**config.mk**
```make
export PLATFORM = sky130hd
export DESIGN_NAME = dsrc_top
export DESIGN_NICKNAME = d
export VERILOG_FILES = /design/src/rtl/dsrc_pkg.sv /design/src/rtl/dsrc_top.sv
export VERILOG_INCLUDE_DIRS = /design/src /design/src/rtl
export SDC_FILE = /design/constraint.sdc
export NUM_CORES = 1
export LEC_CHECK = 0
export BUFFER_PORTS_ARGS = -buffer_cell sky130_fd_sc_hd__buf_2
export CORE_UTILIZATION = 50
export CTS_CLUSTER_DIAMETER = 120
export DETAILED_ROUTE_END_ITERATION = 8
export PLACE_DENSITY = 0.75
export SLEW_MARGIN = 40
export SYNTH_ARGS = -nofsm -noshare
export SYNTH_HDL_FRONTEND = slang
export SYNTH_SLANG_ARGS = --single-unit
```
**constraint.sdc**
```tcl
create_clock -name mclk -period 4.7 [get_ports mclk]
set_input_delay 1.41 -clock mclk [delete_from_list [all_inputs] [get_ports mclk]]
set_output_delay 1.41 -clock mclk [all_outputs]
set_load 0.02 [all_outputs]
```
**src/rtl/dsrc_consts.svh**
```systemverilog
// Purpose: shared constants of the DRAM strobe and self-refresh control block
// Assumes: one 200 MHz clock (5 ns)
// Notes:   prescaler exponents give the counter clock as mclk / 2^exp
`ifndef DSRC_CONSTS_SVH
`define DSRC_CONSTS_SVH

`define DSRC_CLK_PERIOD_NS 5
`define DSRC_PRE_W         12
`define DSRC_CKS_W         3
`define DSRC_CNT_W         8
`define DSRC_CNT_RST       8'h00
`define DSRC_DIV_EXP1      4'h1
`define DSRC_DIV_EXP2      4'h3
`define DSRC_DIV_EXP3      4'h5
`define DSRC_DIV_EXP4      4'h7
`define DSRC_DIV_EXP5      4'h9
`define DSRC_DIV_EXP6      4'hb
`define DSRC_DIV_EXP7      4'hc

`endif

```
**src/rtl/dsrc_pkg.sv**
```systemverilog
// Purpose: types of the DRAM strobe and self-refresh control block
// Assumes: nothing beyond the constants header
// Notes:   bus-cycle and standby states share one machine
package dsrc_pkg;
  typedef enum logic [3:0] {
    ST_IDLE,
    ST_T1,
    ST_T2,
    ST_TW,
    ST_T3,
    ST_SB_FLOAT,
    ST_SR_CAS,
    ST_SR_RAS,
    ST_SR_HOLD
  } dsrc_state_e;
endpackage

```
**src/rtl/dsrc_top.sv**
```systemverilog
// Purpose: strobe mapping, refresh timing, arbitration and self-refresh for area-3 DRAM
// Assumes: inputs synchronous to mclk; configuration bits held steady by software
// Notes:   pins are registered, so each pin lags the state machine by one clock
//
// Contract
// - mode 0: write strobes, CAS on read, RAS on select
// - mode 1: column strobes, WE on read pin
// - wait enable lets waits stretch all cycles
// - self-refresh entry: CAS low, then RAS low
// - standby exit returns CAS and RAS high
// - plain standby: strobes float, select/refresh high
// - self-refresh standby pin levels per strobe mode
// - runs in sleep, fully stopped in hardware standby
// - standby clears counter, configuration kept
// - first request after reset/standby does no refresh
// - each request sets compare-match flag
// - request during running refresh is dropped
// - interval set by constant and clock select
`timescale 1ns/1ps
`include "dsrc_consts.svh"

module dsrc_top #(
  parameter int CNT_W = `DSRC_CNT_W
) (
  input  wire logic                    mclk,
  input  wire logic                    reset_n,
  input  wire logic                    strobe_mode,
  input  wire logic                    dynamic_mem_enable,
  input  wire logic                    pseudo_static_enable,
  input  wire logic                    refresh_cycle_enable,
  input  wire logic                    self_refresh_select,
  input  wire logic                    area3_wait_enable,
  input  wire logic                    wait_req,
  input  wire logic [CNT_W-1:0]        refresh_constant,
  input  wire logic [`DSRC_CKS_W-1:0]  clock_select,
  input  wire logic                    cmf_clear,
  input  wire logic                    sleep_mode,
  input  wire logic                    sw_standby,
  input  wire logic                    hw_standby,
  input  wire logic                    ext_bus_req,
  input  wire logic                    dma_req,
  input  wire logic                    cpu_req,
  input  wire logic                    access_area3,
  input  wire logic                    access_write,
  input  wire logic                    access_upper,
  input  wire logic                    access_lower,
  output logic                         upper_write_strobe,
  output logic                         upper_write_strobe_oe,
  output logic                         lower_write_strobe,
  output logic                         lower_write_strobe_oe,
  output logic                         read_strobe,
  output logic                         read_strobe_oe,
  output logic                         area3_select,
  output logic                         refresh_strobe_pin,
  output logic                         grant_ext,
  output logic                         grant_refresh,
  output logic                         grant_dma,
  output logic                         grant_cpu,
  output logic                         compare_match_flag,
  output logic [CNT_W-1:0]             refresh_counter
);
  import dsrc_pkg::*;

  dsrc_state_e             st;
  dsrc_state_e             next_st;
  logic [`DSRC_PRE_W-1:0]  prescale;
  logic                    armed;
  logic                    pend;
  logic                    acc_write_q;
  logic                    acc_upper_q;
  logic                    acc_lower_q;

  ////////////////////////////////////////////////////////////////////////////
  // refresh interval timer
  wire [3:0] div_exp = (clock_select == 3'h1) ? `DSRC_DIV_EXP1 :
                       (clock_select == 3'h2) ? `DSRC_DIV_EXP2 :
                       (clock_select == 3'h3) ? `DSRC_DIV_EXP3 :
                       (clock_select == 3'h4) ? `DSRC_DIV_EXP4 :
                       (clock_select == 3'h5) ? `DSRC_DIV_EXP5 :
                       (clock_select == 3'h6) ? `DSRC_DIV_EXP6 : `DSRC_DIV_EXP7;
  wire [`DSRC_PRE_W-1:0] div_mask = (12'h001 << div_exp) - 12'h001;
  // sleep_mode deliberately does not appear: the timer keeps running in sleep
  // stop in standby
  wire stopped   = hw_standby || sw_standby;
  wire tick      = !stopped && (clock_select != 3'h0) && ((prescale & div_mask) == 12'h000);
  wire match_evt = tick && (refresh_counter == refresh_constant);
  wire refresh_on = dynamic_mem_enable && !pseudo_static_enable && refresh_cycle_enable;
  wire refreshing = grant_refresh && (st != ST_IDLE);
  wire pend_set  = match_evt && armed && refresh_on && !refreshing;
  wire sleep_unused = sleep_mode;

  always_ff @(posedge mclk)
  begin
    if (!reset_n || stopped)
    begin
      prescale        <= 12'h000;
      refresh_counter <= CNT_W'(`DSRC_CNT_RST);
      armed           <= 1'b0;
    end
    else
    begin
      prescale        <= prescale + 12'h001;
      refresh_counter <= match_evt ? CNT_W'(`DSRC_CNT_RST) : (tick ? refresh_counter + 1'b1 : refresh_counter);
      armed           <= armed || match_evt;
    end
  end

  always_ff @(posedge mclk)
  begin
    if (!reset_n || stopped)
      compare_match_flag <= 1'b0;
    else
      compare_match_flag <= match_evt || (compare_match_flag && !cmf_clear);
  end

  ////////////////////////////////////////////////////////////////////////////
  // arbitration and bus-cycle sequencing
  wire idle_run  = (st == ST_IDLE) && !stopped;
  wire win_ext   = ext_bus_req;
  wire win_ref   = !win_ext && pend && refresh_on;
  wire win_dma   = !win_ext && !win_ref && dma_req;
  wire win_cpu   = !win_ext && !win_ref && !win_dma && cpu_req;
  wire start_cyc = win_ref || ((win_dma || win_cpu) && access_area3);
  // waits on normal and refresh cycles
  wire wait_on   = area3_wait_enable && wait_req;
  wire sr_enter  = dynamic_mem_enable && self_refresh_select;

  always_comb
  begin
    next_st = st;
    case (st)
      ST_IDLE:
        if (sw_standby && !hw_standby)
          next_st = sr_enter ? ST_SR_CAS : ST_SB_FLOAT;
        else if (idle_run && start_cyc)
          next_st = ST_T1;
      ST_T1:       next_st = ST_T2;
      ST_T2:       next_st = wait_on ? ST_TW : ST_T3;
      ST_TW:       next_st = wait_on ? ST_TW : ST_T3;
      ST_T3:       next_st = ST_IDLE;
      ST_SB_FLOAT: next_st = sw_standby ? ST_SB_FLOAT : ST_IDLE;
      ST_SR_CAS:   next_st = ST_SR_RAS;
      ST_SR_RAS:   next_st = ST_SR_HOLD;
      ST_SR_HOLD:  next_st = sw_standby ? ST_SR_HOLD : ST_IDLE;
      default:     next_st = ST_IDLE;
    endcase
    if (hw_standby)
      next_st = ST_IDLE;
  end

  always_ff @(posedge mclk)
  begin
    if (!reset_n)
    begin
      st            <= ST_IDLE;
      pend          <= 1'b0;
      grant_ext     <= 1'b0;
      grant_refresh <= 1'b0;
      grant_dma     <= 1'b0;
      grant_cpu     <= 1'b0;
      acc_write_q   <= 1'b0;
      acc_upper_q   <= 1'b0;
      acc_lower_q   <= 1'b0;
    end
    else
    begin
      st   <= next_st;
      // a new request beats the start clear, so it is not lost when a refresh starts
      pend <= !stopped && (pend_set || (pend && !(idle_run && win_ref)));
      if (idle_run)
      begin
        grant_ext     <= win_ext;
        grant_refresh <= win_ref;
        grant_dma     <= win_dma;
        grant_cpu     <= win_cpu;
        acc_write_q   <= access_write;
        acc_upper_q   <= access_upper;
        acc_lower_q   <= access_lower;
      end
      else if (stopped)
      begin
        grant_ext     <= 1'b0;
        grant_refresh <= 1'b0;
        grant_dma     <= 1'b0;
        grant_cpu     <= 1'b0;
      end
    end
  end

  ////////////////////////////////////////////////////////////////////////////
  // DRAM strobe levels and pin mapping
  wire in_mid   = (st == ST_T2) || (st == ST_TW) || (st == ST_T3);
  wire in_cyc   = in_mid || (st == ST_T1);
  wire sr_ras   = (st == ST_SR_RAS) || (st == ST_SR_HOLD);
  wire sr_any   = sr_ras || (st == ST_SR_CAS);
  // refresh is CAS before RAS, access is RAS before CAS
  wire ras_low  = (in_mid || (st == ST_T1 && !grant_refresh)) || sr_ras;
  wire casu_low = (grant_refresh && in_cyc) || (!grant_refresh && in_mid && acc_upper_q) || sr_any;
  wire casl_low = (grant_refresh && in_cyc) || (!grant_refresh && in_mid && acc_lower_q) || sr_any;
  wire we_low   = !grant_refresh && in_mid && acc_write_q;
  wire m0_uws   = !(we_low && acc_upper_q);
  wire m0_lws   = !(we_low && acc_lower_q);
  wire m0_rd    = !(casu_low || casl_low);
  wire next_uws = strobe_mode ? !casu_low : m0_uws;
  wire next_lws = strobe_mode ? !casl_low : m0_lws;
  wire next_rd  = strobe_mode ? !we_low : m0_rd;
  wire next_oe  = dynamic_mem_enable && !hw_standby && (st != ST_SB_FLOAT);
  wire next_refresh_strobe_pin = !((grant_refresh && ras_low) || sr_ras);

  always_ff @(posedge mclk)
  begin
    if (!reset_n)
    begin
      upper_write_strobe    <= 1'b1;
      lower_write_strobe    <= 1'b1;
      read_strobe           <= 1'b1;
      upper_write_strobe_oe <= 1'b0;
      lower_write_strobe_oe <= 1'b0;
      read_strobe_oe        <= 1'b0;
      area3_select          <= 1'b1;
      refresh_strobe_pin    <= 1'b1;
    end
    else
    begin
      upper_write_strobe    <= next_uws;
      lower_write_strobe    <= next_lws;
      read_strobe           <= next_rd;
      upper_write_strobe_oe <= next_oe;
      lower_write_strobe_oe <= next_oe;
      read_strobe_oe        <= next_oe;
      area3_select          <= !ras_low;
      refresh_strobe_pin    <= next_refresh_strobe_pin;
    end
  end
endmodule

```
==> flow_summary.ini, run 1 <==
[clocking]
htree_levels = 2
cts_setup_buffers = 0
clk_pin_slew_ps = 80
cts_made_buffers = 5
root_buffer = clkbuf_8
cts_resized = 0
clkSinkCount = 40
clk_latency_ps = 290
ctsHoldBuffers = 0
cts_tree = built
cts_buffer_depth = 2

[sta]
slew_viol_final = 0
fmax_mhz = 275.7
hold_violations = 0
rsz0062_at_grt = no
fin_crit_sh_pct = 77.18
worstMarginPinSlew_ps = 721.5
setup_viol = 0
max-slew-margin-rel_pct = 51.90
period_needed_ps = 3627
fin_skew_ps = 6.087
setup_tns_ps = 0
holdWs_ps = 458.5

[worst_hold_path]
hp-class = register to register

[global_routing]
grt_pass1_wl_um = 8562
grt_pass1_vias = 1978
antenna_found_initial = 0
track_usage_pct = 21.29
grt_max_degree = 20
overflow = 0

[routing]
vias = 2195
vias_per_cell = 5.672
drc_errors = 0
final_antenna_net_count = 0
drt_pass1_iterations = 4
wl_per_cell_um = 13.24
drtIter0Drc = 131
routed_wl_um = 5122

[worst_setup_path]
worstSetupEndpointType = register
worstPathRequired_ps = 4910
arrival_ps = 3830
critPathKind = primary input to register
worstPathMaxFanout = 10
cp-start-kind = primary input

[cells_and_area]
layout_common_cells = buf_2 (50), dfxtp_1 (40), nand2_1 (38)
layout-drive-gt1-share_pct = 20.00
stdcell_area_um2 = 2670
final_core_util_pct = 60.49
diodes = 0
layout_commonest_cell = buf_2
syn_to_final_growth_pct = 14.18
final_nets = 373

[yosys]
synth_xor_area_share_pct = 5.243
yosysTopAreaCell = dfxtp_1
yosys_warnings = 0
postSynthAreaPerCell_um2 = 7.981
synth_fp_nets = 331
ys_types = 52
synth_top_family_by_area = simple AND/OR/NAND/NOR gates
synth_compound_area_share_pct = 21.24
yosysSeqAreaShare_pct = 34.24
async_reset_ff_share_pct = 0
synthMuxAreaShare_pct = 3.424
synth_edf_count = 0
synth_top_area_share_pct = 34.24
synth_adder_area_share_pct = 3.745
netlist_area_um2 = 2338
synth_cells = 293
synth-simple-area-share_pct = 27.23
yosys_register_bits = 40
ys.flop_type = dfxtp_1
synth_area_leaders = dfxtp_1 (34%), nand2_1 (6.1%), o21ai_0 (4.5%)

[place]
hpwl_um = 3779
place_area_um2 = 2589
portBuffers = 50
routabilityCongestion = 0.8841

[die]
die_area_um2 = 4955
die-width_um = 70.39
core.rowCount = 24
num_io_pins = 52
die-height_um = 70.39
start_util_pct = 52.98
core_um2 = 4414

[power_and_ir_drop]
p_total_uw = 636.9
irDropWorstVdd_mv = 0.1977
power_density_nw_per_um2 = 238.5
p_leak_nw = 1.057

[status]
status = complete, no violations

[job]
maxCapViolations = 0
## critical path, stage by stage
cell and delay (ps):
buf_2 120, inv_1 80, ha_1 330, nand2b_1 120, a221o_1 300, or4_4 530, a211oi_4 500, nand3_4 190
o31ai_1 250
## metrics by stage
step	std cells	setup slack, ps
6_report	387	1073
5_1_grt	387	936.1
4_1_cts	387	1076
3_5_place_dp	380	785.4
3_3_place_gp	380	831.8
2_1_floorplan	293	1102
## synth_stat cells (4+ instances only)
| master | instances |
|---|---|
| xnor2_1 | 11 |
| dfxtp_1 | 40 |
| nand2b_1 | 4 |
| mux2i_1 | 8 |
| nand3b_1 | 5 |
| nand2_1 | 38 |
| nor3_1 | 7 |
| clkbuf_1 | 11 |
| nor2_1 | 20 |
| nor2b_1 | 11 |
| ha_1 | 7 |
| a41o_1 | 5 |
| nand3_1 | 6 |
| nand4_1 | 6 |
| o21ai_0 | 21 |
| or3_1 | 8 |
| a21oi_1 | 18 |
| inv_1 | 13 |
| or2_2 | 5 |
## power breakdown
| group | leakage [nW] | switching (mW) | internal, mW |
|---|---|---|---|
| Combinational | 0.693 | 0.0407 | 0.0310 |
| Sequential | 0.323 | 0.00421 | 0.342 |
| Clock | 0.0400 | 0.118 | 0.101 |
## final timing paths
path	from	end	slack, ps	depth (start not counted)
worst max-delay path	clock_select[1]	compare_match_flag	1070	9
worst min-delay path	armed	armed	460	2
worst max register to register	prescale[0]	compare_match_flag	2190	6
worst min register to register	armed	armed	460	2
## cell families (layout without fill, tap and decap cells)
family / count (synthesis) / after routing
AND/OR/NAND/NOR: 122 / 122
AO/OA/AOI/OAI: 74 / 74
flip-flops: 40 / 40
buffers and inverters: 28 / 70
XOR/XNOR: 14 / 14
multiplexers: 8 / 8
adder cells (fa/ha/maj): 7 / 7
## flip-flops by register name, indices dropped and copies added, names as in the netlist
register            flops
refresh_counter         8
armed                   1
area3_select            1
read_strobe             1
compare_match_flag      1
acc_write_q             1
grant_refresh           1
acc_lower_q             1
upper_write_strobe      1
pend                    1
grant_ext               1
grant_dma               1
prescale               12
st                      4
acc_upper_q             1
read_strobe_oe          1
refresh_strobe_pin      1
lower_write_strobe      1
grant_cpu               1
## per-layer routing
layer,GRT usage [%],share of wire (%)
met3,3.463,5.3
met5,0,0
met2,35.34,47
met4,7.333,1.3
met1,27.80,46
## final cells by class
cell class                 instances  area (um2)
clock buffer                       5       68.82
clock inverter                     2       12.51
fill                             420        1744
inverter                          13       48.80
multi-input combinational        225        1424
sequential                        40       800.8
tap                               52       65.06
timing repair buffer              50       250.2
Power figures use the tool's default switching activity.
==> run 2, diff against run 1 <==
- clock period: 4.7 -> 3.6 ns (I/O delays scaled with it)
==> flow_summary.ini, run 2 (synthesized netlist as in run 1, its figures left out) <==
[routing]
routed_wl_um = 5070
vias = 2215
final_antenna_net_count = 0
drtIter0Drc = 77
wl_per_cell_um = 12.97
drt_pass1_iterations = 4
vias_per_cell = 5.665
drc_errors = 0

[sta]
fin_skew_ps = 9.089
slew_viol_final = 0
fin_crit_sh_pct = 85.83
setup_tns_ps = 0
period_needed_ps = 3090
worstMarginPinSlew_ps = 553.3
holdWs_ps = 460.9
fmax_mhz = 323.6
hold_violations = 0
setup_viol = 0
max-slew-margin-rel_pct = 62.77
rsz0062_at_grt = no

[global_routing]
use_met1_pct = 26.77
track_usage_pct = 21.57
grt_pass1_wl_um = 8742
overflow = 0
grt_pass1_vias = 2036
antenna_found_initial = 0
grt_max_degree = 20
met3_usage_pct = 5.772
grtUsageMet2_pct = 36.83
gr-max-usage-layer = met2

[worst_setup_path]
worstPathMaxFanout = 10
reg2reg_depth = 7
regToRegEndpoint = compare_match_flag
cp_slowest_stage_delay_ps = 490
cp-start-kind = primary input
r2r_setup_slack_ps = 1220
worstSetupEndpointType = register
critPathKind = primary input to register
crit_chain = buf_2 -> inv_1 -> ha_1 -> o21ai_0 -> and4b_1 -> or4_4 -> a211oi_4 -> buf_4 -> nand3_4 -> o31ai_1
crit_slowest_cell = or4_4
arrival_ps = 3300
worstPathRequired_ps = 3810
worstReg2RegStart = prescale[1]

[worst_hold_path]
hp-start = armed
hp-class = register to register
min_to = armed
whs_path_depth = 2

[clocking]
clkSinkCount = 40
cts_buffer_depth = 2
ctsHoldBuffers = 0
clk_latency_ps = 290
cts_made_buffers = 5
cts_tree = built
cts_resized = 0
root_buffer = clkbuf_8
cts_setup_buffers = 0
htree_levels = 2
clk_pin_slew_ps = 80

[power_and_ir_drop]
irDropWorstVdd_mv = 0.2689
p_leak_nw = 1.093
power_density_nw_per_um2 = 342.4

[cells_and_area]
layout_commonest_cell = buf_2
layout_common_cells = buf_2 (50), dfxtp_1 (40), nand2_1 (38)
seq_area_um2 = 800.8
top_regs = prescale x12, refresh_counter x8, st x4
diodes = 0
syn_to_final_growth_pct = 16.85
multiInputGateArea_um2 = 1424
final_nets = 376
top_register = prescale
layout-drive-gt1-share_pct = 20.94
largest_reg_flops = 12
fillers = 413

[die]
num_io_pins = 52
core_um2 = 4414
start_util_pct = 52.98
core.rowCount = 24
die-width_um = 70.39
die_area_um2 = 4955
die-height_um = 70.39

[place]
hpwl_um = 3764
portBuffers = 50
routabilityCongestion = 0.8817

[job]
maxCapViolations = 0

[status]
status = complete, no violations
==> run 2: cell types whose count changed in the layout (fill, tap and decap cells not counted), sizes merged <==
cell,change
buf,+3
bufinv,+1
clkbuf,+1
clkinvlp,-1
==> run 2: final cells by class <==
type,count,area share [%]
Tap cell,52,2.381
Inverter,13,1.786
Sequential cell,40,29.30
Timing Repair Buffer,53,9.982
Clock inverter,2,1.419
Clock buffer,6,3.022
Multi-Input combinational cell,225,52.11
==> run 2: metrics by stage <==
step                power (mW)  utilization (%)  setup slack (ps)  instances  instance area (um2)
floorplan               0.5229                -             332.4        293                 2338
global placement        0.5563            59.16             266.5        383                 2611
detailed placement      0.5579            59.16             240.6        383                 2611
CTS                     0.9456            61.90             527.6        391                 2733
global route            0.9786            61.90             372.3        391                 2733
finish                  0.9357            61.90             510.2        391                 2733
==> run 2: metal layers <==
metal / vias up / share of wire [%]
met1: 1028 / 46
met5: - / 0
li1: 1121 / -
met4: 0 / 0.77
met3: 6 / 6.0
met2: 60 / 47
==> run 2: where the power goes <==
group / total, mW / switching, mW / internal (mW) / leakage [nW]
Sequential: 0.452 / 0.00525 / 0.447 / 0.323
Clock: 0.388 / 0.161 / 0.227 / 0.0614
Combinational: 0.0951 / 0.0527 / 0.0424 / 0.708
==> run 2: worst max-delay path: cells and delay by family <==
kind / cells / cell delay (ps)
adders and majority gates: 1 / 270
and+or+nand+nor: 3 / 870
AOI/OAI and AO/OA: 3 / 640
buffers and inverters: 3 / 420
==> run 2: worst max-delay path by stage <==
stage | slack [ps] | depth (start not counted) | from | to
finish | 510 | 10 | clock_select[0] | compare_match_flag
global route | 370 | 10 | clock_select[0] | compare_match_flag
CTS | 530 | 10 | clock_select[0] | compare_match_flag
detailed placement | 240 | 10 | clock_select[0] | compare_match_flag
global placement | 270 | 10 | clock_select[0] | armed
floorplan | 330 | 9 | clock_select[1] | armed
==> run 3, diff against run 2 <==
- clock period: 3.6 -> 3.4 ns (I/O delays scaled with it)
==> flow_summary.ini, run 3 (synthesized netlist as in run 1, its figures left out) <==
[sta]
fin_crit_sh_pct = 87.78
setup_tns_ps = 0
fmax_mhz = 335.1
setup_ws_ps = 415.6
slew_viol_final = 0
worstMarginPinSlew_ps = 533.7
hold_violations = 0
setup_viol = 0
rsz0062_at_grt = no
fin_skew_ps = 6.146
max-slew-margin-rel_pct = 64.09
period_needed_ps = 2984

[die]
core_um2 = 4414
die_area_um2 = 4955
die-height_um = 70.39
core.rowCount = 24
die-width_um = 70.39
num_io_pins = 52
start_util_pct = 52.98

[global_routing]
use_met1_pct = 27.57
grt_pass1_vias = 1998
grt_pass1_wl_um = 8645
track_usage_pct = 21.18
grt_max_degree = 18
overflow = 0
met3_usage_pct = 5.195
gr-max-usage-layer = met2
grtUsageMet2_pct = 35.24
antenna_found_initial = 0

[worst_setup_path]
crit_slowest_cell = or4_4
crit_family = simple AND/OR/NAND/NOR gates
cp-start-kind = primary input
worstSetupEndpointType = register
arrival_ps = 3200
crit_chain = buf_2 -> or3_1 -> a221o_1 -> or4_4 -> a211oi_4 -> buf_12 -> nand3_4 -> o31ai_1
worstPathRequired_ps = 3610
cp_num_buf_inv = 2
cp_slowest_stage_delay_ps = 530
r2r_setup_slack_ps = 1010
critPathKind = primary input to register
worstPathMaxFanout = 10

[cells_and_area]
stdcell_area_um2 = 2713
multiInputGateArea_um2 = 1424
layout_commonest_cell = buf_2
seq_area_um2 = 800.8
syn_to_final_growth_pct = 16.00
largest_reg_flops = 12
layout_common_cells = buf_2 (50), dfxtp_1 (40), nand2_1 (38)
diodes = 0
final_nets = 377
fillers = 405
top_register = prescale
layout-drive-gt1-share_pct = 20.94
top_regs = prescale x12, refresh_counter x8, st x4
finalNonFillerCells = 391

[clocking]
cts_buffer_depth = 2
cts_made_buffers = 5
cts_resized = 0
cts_tree = built
cts_setup_buffers = 0
clk_latency_ps = 290
clkSinkCount = 40
ctsHoldBuffers = 0
root_buffer = clkbuf_8
htree_levels = 2
clk_pin_slew_ps = 80

[routing]
drtIter0Drc = 111
drt_pass1_iterations = 4
routed_wl_um = 5068
vias_per_cell = 5.655
final_antenna_net_count = 0
vias = 2211
drc_errors = 0
wl_per_cell_um = 12.96

[power_and_ir_drop]
clkPwrFrac_pct = 34.3
swShare_pct = 25.69
p_seq_share_pct = 54.0
internal_power_uw = 659.7
p_leak_nw = 1.080
power_density_nw_per_um2 = 327.3
power.switching_uw = 228.1
irDropWorstVdd_mv = 0.1986
combPwrFrac_pct = 11.7

[place]
routabilityCongestion = 0.9068
hpwl_um = 3800
placed_cells = 384
preCtsSetupSlack_ps = 128.7
place_area_um2 = 2631
portBuffers = 50

[job]
maxCapViolations = 0

[status]
status = complete, no violations

[worst_hold_path]
hp-class = register to register
==> run 3: cell count changes in the layout (fill, tap and decap cells not counted), sizes merged <==
| cell | delta |
|---|---|
| buf | +1 |
| bufinv | -1 |
| clkbuf | -1 |
| clkinvlp | +1 |
==> run 3: metrics by stage <==
stage               power [mW]  util [%]  hold slack, ps
floorplan               0.5536         -           412.1
global placement        0.5919     59.61           429.8
detailed placement      0.5938     59.61           437.6
CTS                     0.8932     61.45           459.8
global route            0.9225     61.45           483.4
finish                  0.8877     61.45           455.4
==> run 3: metal layers <==
| metal | vias up | part of all wire [%] |
|---|---|---|
| met3 | 7 | 4.6 |
| met4 | 0 | 0.99 |
| met1 | 1015 | 48 |
| met2 | 60 | 47 |
| li1 | 1129 | - |
| met5 | - | 0 |
==> run 3: layout make-up <==
cell class / instances / share of cell area, %
clock buffers: 5 / 2.537
clock inverters: 2 / 0.4613
inverters: 13 / 1.799
multi-input cells: 225 / 52.49
flip-flops and latches: 40 / 29.52
well taps: 52 / 2.399
repair buffers: 54 / 10.79
==> run 3: path summary, 6_finish.rpt <==
path / from / end / cells past startpoint
worst max-delay path: sw_standby / compare_match_flag / 8
worst min-delay path: grant_cpu / grant_cpu / 2
worst min register to register: grant_cpu / grant_cpu / 2
worst max register to register: prescale[0] / compare_match_flag / 7
==> run 3: worst reg2reg max path: stages, from the launching register on <==
cell and delay, ps:
dfxtp_1 340, or3_1 340, a221o_1 290, or4_4 530, a211oi_4 260, buf_12 170
nand3_4 130, o31ai_1 260
==> run 3: power by group through the flow <==
stage / combinational [mW] / sequential, mW / clock (mW)
finish: 0.104 / 0.479 / 0.304
CTS: 0.104 / 0.479 / 0.310
detailed placement: 0.104 / 0.490 / 0
floorplan: 0.0638 / 0.490 / 0
global placement: 0.102 / 0.490 / 0
global route: 0.116 / 0.480 / 0.327
